$ cat src/logic/smcs_pkg.sv
// Constants and types shared by the static memory chip-select controller.
package smcs_pkg;
	localparam int NUM_CS      = 6;
	localparam int ADDR_W      = 26;
	localparam int DATA_W      = 32;
	localparam int TYPE_W      = 3;
	localparam int RRR_W       = 3;
	localparam int CODE_W      = 3;
	localparam int CNT_W       = 8;
	// Memory type field encodings.
	localparam logic [2:0] MT_ROM    = 3'h0;
	localparam logic [2:0] MT_SRAM   = 3'h1;
	localparam logic [2:0] MT_VARIABLE_LATENCY_IO   = 3'h2;
	localparam logic [2:0] MT_BURST4 = 3'h3;
	localparam logic [2:0] MT_BURST8 = 3'h4;
	// Flash read configuration fields.
	localparam int FRC_BL_LO   = 0;
	localparam int FRC_BL_HI   = 2;
	localparam int FRC_CLK     = 6;
	localparam int FRC_SEQ     = 7;
	localparam int FRC_WAIT    = 8;
	localparam int FRC_DOC     = 9;
	localparam int FRC_FRQ_LO  = 11;
	localparam int FRC_FRQ_HI  = 13;
	localparam int FRC_MODE    = 15;
	localparam logic [2:0] FRC_BL8 = 3'h2;
	// Strobe timing in core clocks and burst lengths in beats.
	localparam logic [7:0] ADV_SETUP    = 8'h01;
	localparam logic [7:0] ADV_LEN      = 8'h01;
	localparam logic [7:0] ADV_LEN_DIV2 = 8'h03;
	localparam logic [7:0] OE_ADD       = 8'h02;
	localparam logic [7:0] OE_ADD_DIV2  = 8'h04;
	localparam logic [7:0] BURST8_BEATS = 8'h08;
	localparam logic [7:0] BURST4_BEATS = 8'h04;
	localparam logic [7:0] ASYNC_ACCESS = 8'h02;
	// Access sizes.
	localparam logic [1:0] SZ_BYTE = 2'h0;
	localparam logic [1:0] SZ_HALF = 2'h1;
	localparam logic [1:0] SZ_WORD = 2'h2;
	typedef enum logic [2:0] {
		SMCS_IDLE, SMCS_SETUP, SMCS_ADV, SMCS_LAT, SMCS_XFER, SMCS_RECOV
	} smcs_state_e;
endpackage

$ cat src/logic/smcs_ctrl.sv
// Static memory chip-select controller with synchronous flash burst reads.
module smcs_ctrl
	import smcs_pkg::*;
#(
	parameter int N_CS = NUM_CS
) (
	input  wire logic                    core_clk_in,
	input  wire logic                    rst_in,
	input  wire logic                    req_valid_in,
	input  wire logic                    req_write_in,
	input  wire logic [2:0]              req_cs_in,
	input  wire logic [ADDR_W-1:0]       req_addr_in,
	input  wire logic [1:0]              req_size_in,
	input  wire logic [DATA_W-1:0]       req_wdata_in,
	input  wire logic [N_CS*TYPE_W-1:0]  memory_type_field_in,
	input  wire logic [N_CS-1:0]         bus_width_field_in,
	input  wire logic [N_CS*RRR_W-1:0]   recovery_time_field_in,
	input  wire logic [15:0]             flash_read_config_in,
	input  wire logic                    clock_divide_by_two_in,
	input  wire logic                    data_ready_in,
	input  wire logic                    flash_wait_n_in,
	input  wire logic [DATA_W-1:0]       memory_data_in,
	output logic                         req_ready_out,
	output logic                         rsp_valid_out,
	output logic [DATA_W-1:0]            rsp_rdata_out,
	output logic                         rsp_last_out,
	output logic [N_CS-1:0]              chip_select_n_out,
	output logic [ADDR_W-1:0]            memory_address_out,
	output logic [DATA_W-1:0]            memory_data_out,
	output logic                         memory_data_oe_n_out,
	output logic [3:0]                   byte_mask_out,
	output logic                         address_valid_n_out,
	output logic                         output_enable_n_out,
	output logic                         write_enable_n_out,
	output logic                         io_write_strobe_n_out
);
	smcs_state_e          state;
	logic [CNT_W-1:0]     cnt;
	logic [CNT_W-1:0]     beats;
	logic [2:0]           cur_cs;
	logic [TYPE_W-1:0]    cur_type;
	logic                 cur_wr;
	logic                 cur_w16;
	logic                 cur_sync;
	logic [2:0]           rdy_sync;
	logic [2:0]           cnt_unused;

	// Only the ready strobe from the I/O device is used; flash wait never is.
	assign cnt_unused = {flash_wait_n_in, flash_read_config_in[FRC_WAIT],
		flash_read_config_in[FRC_DOC]};

	// Active-low byte enables for a write of the given size and address.
	// A 16-bit region only uses the two low lanes; the upper two stay high.
	function automatic logic [3:0] write_mask(input logic w16,
			input logic [1:0] sz, input logic [1:0] a);
		logic [3:0] m;
		m = 4'hF;
		if (w16) begin
			if (sz == SZ_BYTE)
				m = a[0] ? 4'hD : 4'hE;
			else
				m = 4'hC;
		end else begin
			unique case (sz)
				SZ_BYTE: m = ~(4'h1 << a);
				SZ_HALF: m = a[1] ? 4'h3 : 4'hC;
				default: m = 4'h0;
			endcase
		end
		return m;
	endfunction

	// Clocks from the address strobe rising to the first output enable.
	// Divide-by-two mode doubles the code before the fixed offset.
	function automatic logic [CNT_W-1:0] oe_delay(input logic div2,
			input logic [CODE_W-1:0] code);
		logic [CNT_W-1:0] c;
		c = CNT_W'(code);
		if (div2)
			return (c << 1) + OE_ADD_DIV2;
		return c + OE_ADD;
	endfunction

	// The ready input comes from a pin and is filtered by three flops.
	// A change counts only once the second and third flops agree, so a
	// glitch shorter than a clock never reaches the sequencer.
	logic rdy_ok;
	always_ff @(posedge core_clk_in) begin
		if (rst_in) begin
			rdy_sync <= 3'h0;
			rdy_ok   <= 1'b0;
		end else begin
			rdy_sync <= {rdy_sync[1:0], data_ready_in};
			if (rdy_sync[1] == rdy_sync[2])
				rdy_ok <= rdy_sync[2];
		end
	end

	logic [CODE_W-1:0] frq;
	logic              sync_rd;
	assign frq = flash_read_config_in[FRC_FRQ_HI:FRC_FRQ_LO];
	// Synchronous mode needs bit 15 low, the eight-word burst code and bits 6 and 7 set.
	// Any other setting leaves the flash in its asynchronous page mode.
	assign sync_rd = !flash_read_config_in[FRC_MODE] &&
		flash_read_config_in[FRC_BL_HI:FRC_BL_LO] == FRC_BL8 &&
		flash_read_config_in[FRC_SEQ] &&
		flash_read_config_in[FRC_CLK];

	logic [TYPE_W-1:0] req_type;
	assign req_type = memory_type_field_in[req_cs_in*TYPE_W +: TYPE_W];

	// Access sequencer. One access runs at a time; a request that comes
	// while busy is not queued, so the requester holds it until its select
	// falls. A count of one ends the current phase.
	always_ff @(posedge core_clk_in) begin
		if (rst_in) begin
			state    <= SMCS_IDLE;
			cnt      <= '0;
			beats    <= '0;
			cur_cs   <= 3'h0;
			cur_type <= MT_ROM;
			cur_wr   <= 1'b0;
			cur_w16  <= 1'b0;
			cur_sync <= 1'b0;
		end else begin
			unique case (state)
				// Capture the request; its select falls on this same edge.
				SMCS_IDLE: begin
					if (req_valid_in && req_cs_in < 3'(N_CS)) begin
						cur_cs   <= req_cs_in;
						cur_type <= req_type;
						cur_wr   <= req_write_in;
						cur_w16  <= !bus_width_field_in[req_cs_in];
						// Only the lower four selects may burst synchronously.
						cur_sync <= sync_rd && !req_write_in && req_cs_in < 3'h4 &&
							(req_type == MT_BURST8 || req_type == MT_BURST4);
						cnt      <= ADV_SETUP;
						state    <= SMCS_SETUP;
					end
				end
				// One clock of address and select setup before any strobe.
				SMCS_SETUP: begin
					if (cnt <= 8'h01) begin
						if (cur_sync) begin
							cnt <= clock_divide_by_two_in ? ADV_LEN_DIV2 : ADV_LEN;
							state <= SMCS_ADV;
						end else begin
							cnt <= ASYNC_ACCESS;
							beats <= 8'h01;
							state <= SMCS_XFER;
						end
					end else
						cnt <= cnt - 8'h01;
				end
				// Address strobe low; its length depends on the divider.
				SMCS_ADV: begin
					if (cnt <= 8'h01) begin
						cnt <= oe_delay(clock_divide_by_two_in, frq);
						state <= SMCS_LAT;
					end else
						cnt <= cnt - 8'h01;
				end
				// Latency count; output enable falls as it runs out.
				SMCS_LAT: begin
					if (cnt <= 8'h01) begin
						beats <= cur_type == MT_BURST8 ? BURST8_BEATS : BURST4_BEATS;
						cnt <= 8'h01;
						state <= SMCS_XFER;
					end else
						cnt <= cnt - 8'h01;
				end
				// One beat per pass; a slow I/O device stretches the beat.
				SMCS_XFER: begin
					if (cur_type == MT_VARIABLE_LATENCY_IO && !rdy_ok)
						cnt <= cnt;
					else if (cnt <= 8'h01) begin
						if (beats <= 8'h01) begin
							cnt <= CNT_W'({recovery_time_field_in[
								cur_cs*RRR_W +: RRR_W], 1'b0});
							state <= SMCS_RECOV;
						end else begin
							beats <= beats - 8'h01;
							cnt <= cur_sync ? 8'h01 : ASYNC_ACCESS;
						end
					end else
						cnt <= cnt - 8'h01;
				end
				// Select stays high here for twice the recovery field.
				SMCS_RECOV: begin
					if (cnt <= 8'h01)
						state <= SMCS_IDLE;
					else
						cnt <= cnt - 8'h01;
				end
			endcase
		end
	end

	// A beat ends when its count runs out and the I/O device is ready.
	logic beat_end;
	assign beat_end = state == SMCS_XFER && cnt <= 8'h01 &&
		!(cur_type == MT_VARIABLE_LATENCY_IO && !rdy_ok);

	// Read strobe terms, one for each phase of an access.
	logic oe_sync_start;
	logic oe_async_start;
	logic oe_hold;
	logic oe_next_beat;
	assign oe_sync_start  = state == SMCS_LAT && cnt <= 8'h01;
	assign oe_async_start = state == SMCS_SETUP && cnt <= 8'h01 && !cur_sync;
	assign oe_hold        = state == SMCS_XFER && !beat_end;
	assign oe_next_beat   = state == SMCS_XFER && beat_end && beats > 8'h01;

	// Pin outputs, all registered.
	// The select falls on the edge that takes the request, so address and
	// select lead the address strobe by the setup clock.
	always_ff @(posedge core_clk_in) begin
		if (rst_in) begin
			chip_select_n_out     <= '1;
			address_valid_n_out   <= 1'b1;
			output_enable_n_out   <= 1'b1;
			write_enable_n_out    <= 1'b1;
			io_write_strobe_n_out <= 1'b1;
			byte_mask_out         <= 4'h0;
			memory_address_out    <= '0;
			memory_data_out       <= '0;
			memory_data_oe_n_out  <= 1'b1;
		end else begin
			if (state == SMCS_IDLE && req_valid_in && req_cs_in < 3'(N_CS)) begin
				chip_select_n_out <= ~(N_CS'(1) << req_cs_in);
				if (req_write_in) begin
					memory_address_out <= req_addr_in;
					byte_mask_out <= write_mask(!bus_width_field_in[req_cs_in],
						req_size_in, req_addr_in[1:0]);
					memory_data_out <= req_wdata_in;
					memory_data_oe_n_out <= 1'b0;
				end else begin
					// Reads clear the low address bits below the bus width.
					memory_address_out <= bus_width_field_in[req_cs_in] ?
						{req_addr_in[ADDR_W-1:2], 2'h0} :
						{req_addr_in[ADDR_W-1:1], 1'b0};
					byte_mask_out <= 4'h0;
				end
			end else if (state == SMCS_RECOV || state == SMCS_IDLE) begin
				chip_select_n_out    <= '1;
				memory_data_oe_n_out <= 1'b1;
			end
			address_valid_n_out <= !((state == SMCS_SETUP && cnt <= 8'h01 &&
				cur_sync) || (state == SMCS_ADV && cnt > 8'h01));
			output_enable_n_out <= !(!cur_wr && (oe_sync_start ||
				oe_async_start || oe_hold || oe_next_beat));
			write_enable_n_out <= !(cur_wr && cur_type != MT_VARIABLE_LATENCY_IO &&
				state == SMCS_XFER && !beat_end);
			io_write_strobe_n_out <= !(cur_wr && cur_type == MT_VARIABLE_LATENCY_IO &&
				state == SMCS_XFER && !beat_end);
		end
	end

	// Read data returned to the requester once per beat.
	// Sixteen-bit regions return only the low half, zero extended.
	// The last flag also marks the end of a write.
	// Ready is only a hint: it is high while idle with nothing offered.
	always_ff @(posedge core_clk_in) begin
		if (rst_in) begin
			rsp_valid_out <= 1'b0;
			rsp_rdata_out <= '0;
			rsp_last_out  <= 1'b0;
			req_ready_out <= 1'b0;
		end else begin
			rsp_valid_out <= beat_end && !cur_wr;
			rsp_last_out  <= beat_end && beats <= 8'h01;
			rsp_rdata_out <= cur_w16 ? {16'h0, memory_data_in[15:0]} :
				memory_data_in;
			req_ready_out <= state == SMCS_IDLE && !req_valid_in;
		end
	end
endmodule

$ cat config.mk
export PLATFORM = sky130hd
export DESIGN_NAME = smcs_ctrl
export DESIGN_NICKNAME = d
export VERILOG_FILES = /design/src/logic/smcs_pkg.sv /design/src/logic/smcs_ctrl.sv
export SDC_FILE = /design/constraint.sdc
export NUM_CORES = 1
export LEC_CHECK = 0
export BUFFER_PORTS_ARGS = -buffer_cell sky130_fd_sc_hd__buf_2
export CAP_MARGIN = 10
export CORE_UTILIZATION = 45
export DETAILED_ROUTE_END_ITERATION = 7
export PLACE_DENSITY = 0.77
export SETUP_SLACK_MARGIN = 0.15
export SLEW_MARGIN = 25
export SYNTH_ARGS = -nofsm -noshare
export SYNTH_HDL_FRONTEND = slang
export SYNTH_SLANG_ARGS = --single-unit
$ cat constraint.sdc
create_clock -name core_clk_in -period 2.65 [get_ports core_clk_in]
set_clock_uncertainty 0.15 [all_clocks]
set_input_delay 0.265 -clock core_clk_in [delete_from_list [all_inputs] [get_ports core_clk_in]]
set_output_delay 0.265 -clock core_clk_in [all_outputs]
set_load 0.005 [all_outputs]
==> results.md <==
* Fill cells at around 1000
* Clk_lat worst skew at 0.42 ns
* PD cells at 872 nW/um^2
* Post-place setup slack at 0.216 ns
* WL final at 18500 um
* Core ar. at 12600 sq um
* Ys flop type: dfxtp_1
* Crit Path Category: flip-flop to flip-flop
* Hold depth at 3
* Status: completed
* DRC viols at 0
* Worst IR Drop VDD at approximately 0.50 mV
* F_max at 408 MHz
* Initial Util at ~46%
* Post-Synthesis Cells at roughly 670
* CP top delay family: simple AND/OR/NAND/NOR gates
* Slew Viols, Final at 0
* RePlAce Congestion at slightly above 0.8
* Reg2reg start: cnt[4]
* Syn avg cell area at 8.69 sq um
* Count of cell types in the netlist at between 60 and 70
* Min-delay worst type: primary input to flip-flop
* # rows at 41
* Max-cap viol count at 0
* Worst Path Required at 2.81 ns
* 1st-iter DRT viols at 451
* Placed Area at about 7300 sq um
* FF-to-FF path depth at 5
* TritonCTS buffer count at 17
* Fin nets at around 1200
* IO buf count at about 260
* Setup TNS at 0 ns
* Final min period at 2.45 ns
* H-tree depth at 4
* Unrepaired setup endpoints after global routing: false
* Number of clock sinks at 140
* Synth async-reset ratio at 0%
* Reg2reg setup slack at 0.20 ns
* Syn_nets at approximately 840
* Post-route cell area at 8780 sq um
* Crit path cell chain: or4_4 -> or4_4 -> o21a_4 -> nor3b_4 -> a22o_1
* First-pass GRT wire length at 28500 um
* Critical Path Max Stage Delay at 0.60 ns
* Critical Path AT at 2.61 ns
* Final Power at between 7000 and 8000 uW
* Initial antenna violation count at 1
* Setup bufs post-CTS at 0
* GRT Util Overall at 27.7%
* Worst hold start: req_addr_in[1]
* Fin crit share at 92.5%
* Antenna-violating nets left at 0
* Reg clk slew, reported paths at 0.06 ns
* CTS Buffer Depth at 2
* CTS tree: yes
* Drt wl/cell at 15.4 um
* Worst slew pin tran at 0.859 ns
* Via Count at between 6000 and 7000
* Startpoint Class: flip-flop
* Final HPWL DP at about 11000 um
* Vias in the first global route at 5924
* Static leakage at 0.00392 uW
* Mapped Area at 5830 sq um
* Terminus of the critical flop-to-flop path: cnt[4]
* Drt pass-1 iters at 5
* Die height at ~120 um
* Die width at between 100 and 150 um
* YS warnings at 0
* Post-synth EDFFs at 0
* Synthesis-to-finish area growth at 50.5%
* Relative slew slack at 42.5%
* Via-to-Cell Ratio at 5.15
* Critical-path top delay cell: or4_4
* Peak fanout along the critical path at 9
* Die Footprint at 13400 sq um
* Final Hold Viols at 0
* CP bufs+invs at 0
* Yosys reg bits at 140
* Share of cells above drive strength 1 at 32.9%
* Root Driver: clkbuf_16
* CP Capture Type: flip-flop
* Final setup violation count at 0
* Final setup margin at 0.200 ns
* Ports at 268
* Remaining global-route overflow at 0
* Hold Crit Endpoint: memory_address_out[1]
* Pin count of the biggest net entering global routing at 71
* Post-synthesis sequential area ratio at between 40% and 50%
* Crit-path most repeated cell: or4_4
[synthesized netlist by cell type, drive strengths merged, types with 2 or more instances]
cell type	count	area share, %
dfxtp	140	48
o211a	2	0.34
inv	8	0.52
clkbuf	37	2.7
a22oi	3	0.39
a31oi	5	0.54
and2	17	1.8
o31ai	2	0.26
xnor2	4	0.60
nor2b	23	2.5
or3	5	0.56
nand3	10	0.86
nor3b	7	1.1
o211ai	7	1.1
ha	5	1.1
mux2i	14	2.4
nand2	141	9.1
mux4	6	2.3
nand4b	2	0.30
nand2b	14	1.5
a22o	2	0.30
nor3	10	0.86
and2b	2	0.30
o22ai	6	0.64
or4	4	0.64
and3	2	0.24
a2111oi	2	0.30
nand4	4	0.43
nand3b	4	0.52
nor4b	3	0.45
a21oi	88	7.6
a221o	2	0.34
a211oi	5	0.64
o21ai	9	0.77
buf	9	1.1
nor2	38	2.4
nor4	4	0.79
or2	6	0.64
xor2	3	0.45
[through the flow]
| step | std cells | util [%] | hold slack [ns] |
|---|---|---|---|
| after floorplan | 671 | - | 0.187 |
| after global routing | 1198 | 69.6 | 0.0229 |
| after CTS | 1197 | 69.5 | 0.000634 |
| after detailed placement | 1073 | 57.5 | 0.290 |
| after global placement | 1073 | 57.5 | 0.280 |
| final | 1198 | 69.6 | 0.0140 |
[registers in the layout, indices dropped and copies added, names as in the netlist, 3 cells and up]
name	flops
memory_data_out	32
cur_type	3
cnt	8
chip_select_n_out	6
rdy_sync	3
state	3
byte_mask_out	4
cur_cs	3
memory_address_out	26
beats	8
rsp_rdata_out	32
[cells by family (layout without fill, tap and decap cells)]
logic type	after synthesis	after routing	share of synthesized area, %
AO/OA/AOI/OAI	146	146	15.2
XOR/XNOR	7	7	1.05
adder cells (fa/ha/maj)	5	5	1.07
buffers and inverters	54	408	4.33
flip-flops	140	140	48.1
multiplexers	21	21	4.91
other	0	1	0
AND/OR/NAND/NOR	298	298	25.3
[final cells by class]
cell class                      instances  area [sq um]  area share [%]
Sequential cell                       140          2800            31.9
Multi-Input combinational cell        477          2790            31.7
Timing Repair Buffer                  368          2350            26.7
Clock buffer                           20           457            5.20
Tap cell                              172           215            2.45
Clock inverter                         12           135            1.54
Inverter                                8          30.0           0.342
Antenna cell                            1          2.50          0.0285
[power breakdown]
part,internal [uW],switching [uW]
registers,2370,207
logic,1190,1510
clock network,1440,928
[per-layer routing]
metal  part of all wire [%]  GRT usage [%]  vias to the layer above
met5                      0              0                        -
li1                       -              -                     2985
met1                     38           30.9                     2887
met3                    6.3           6.96                       47
met2                     52           48.7                      245
met4                    3.4           14.8                        0
[placed cells by master, fill, tap and decap left out, types with 14 or more instances in the layout]
cell type	n
nand2_1	141
dfxtp_1	139
buf_2	258
and2_1	17
a21oi_1	88
nor2b_1	23
buf_4	18
nand2b_1	14
mux2i_1	14
nor2_1	37
dlygate4sd3_1	92
clkbuf_16	17
[how the worst max path moves through the flow]
| stage | startpoint | end | slack, ns | cells after the start |
|---|---|---|---|---|
| global placement | cnt[4] | cnt[4] | 0.26 | 5 |
| detailed placement | cnt[4] | beats[2] | 0.22 | 6 |
| floorplan | cnt[4] | cnt[1] | 0.31 | 6 |
| CTS | cnt[4] | beats[6] | 0.19 | 5 |
| global route | cnt[4] | cnt[4] | 0.15 | 5 |
| finish | cnt[4] | cnt[4] | 0.20 | 5 |
[worst reg2reg max path: stages (launching register included)]
cell and delay (ns):
dfxtp_1 0.36, or4_4 0.60, or4_4 0.58, o21a_4 0.27
nor3b_4 0.16, a22o_1 0.23
[repair_timing]
action / CTS / global route
hold buffers: 92 / 0
endpoints found under the hold margin: 93 / 0
endpoints found under the setup margin: 0 / 6
gates resized for setup: 0 / 2
Note: power is estimated with default switching activity, not from simulation.
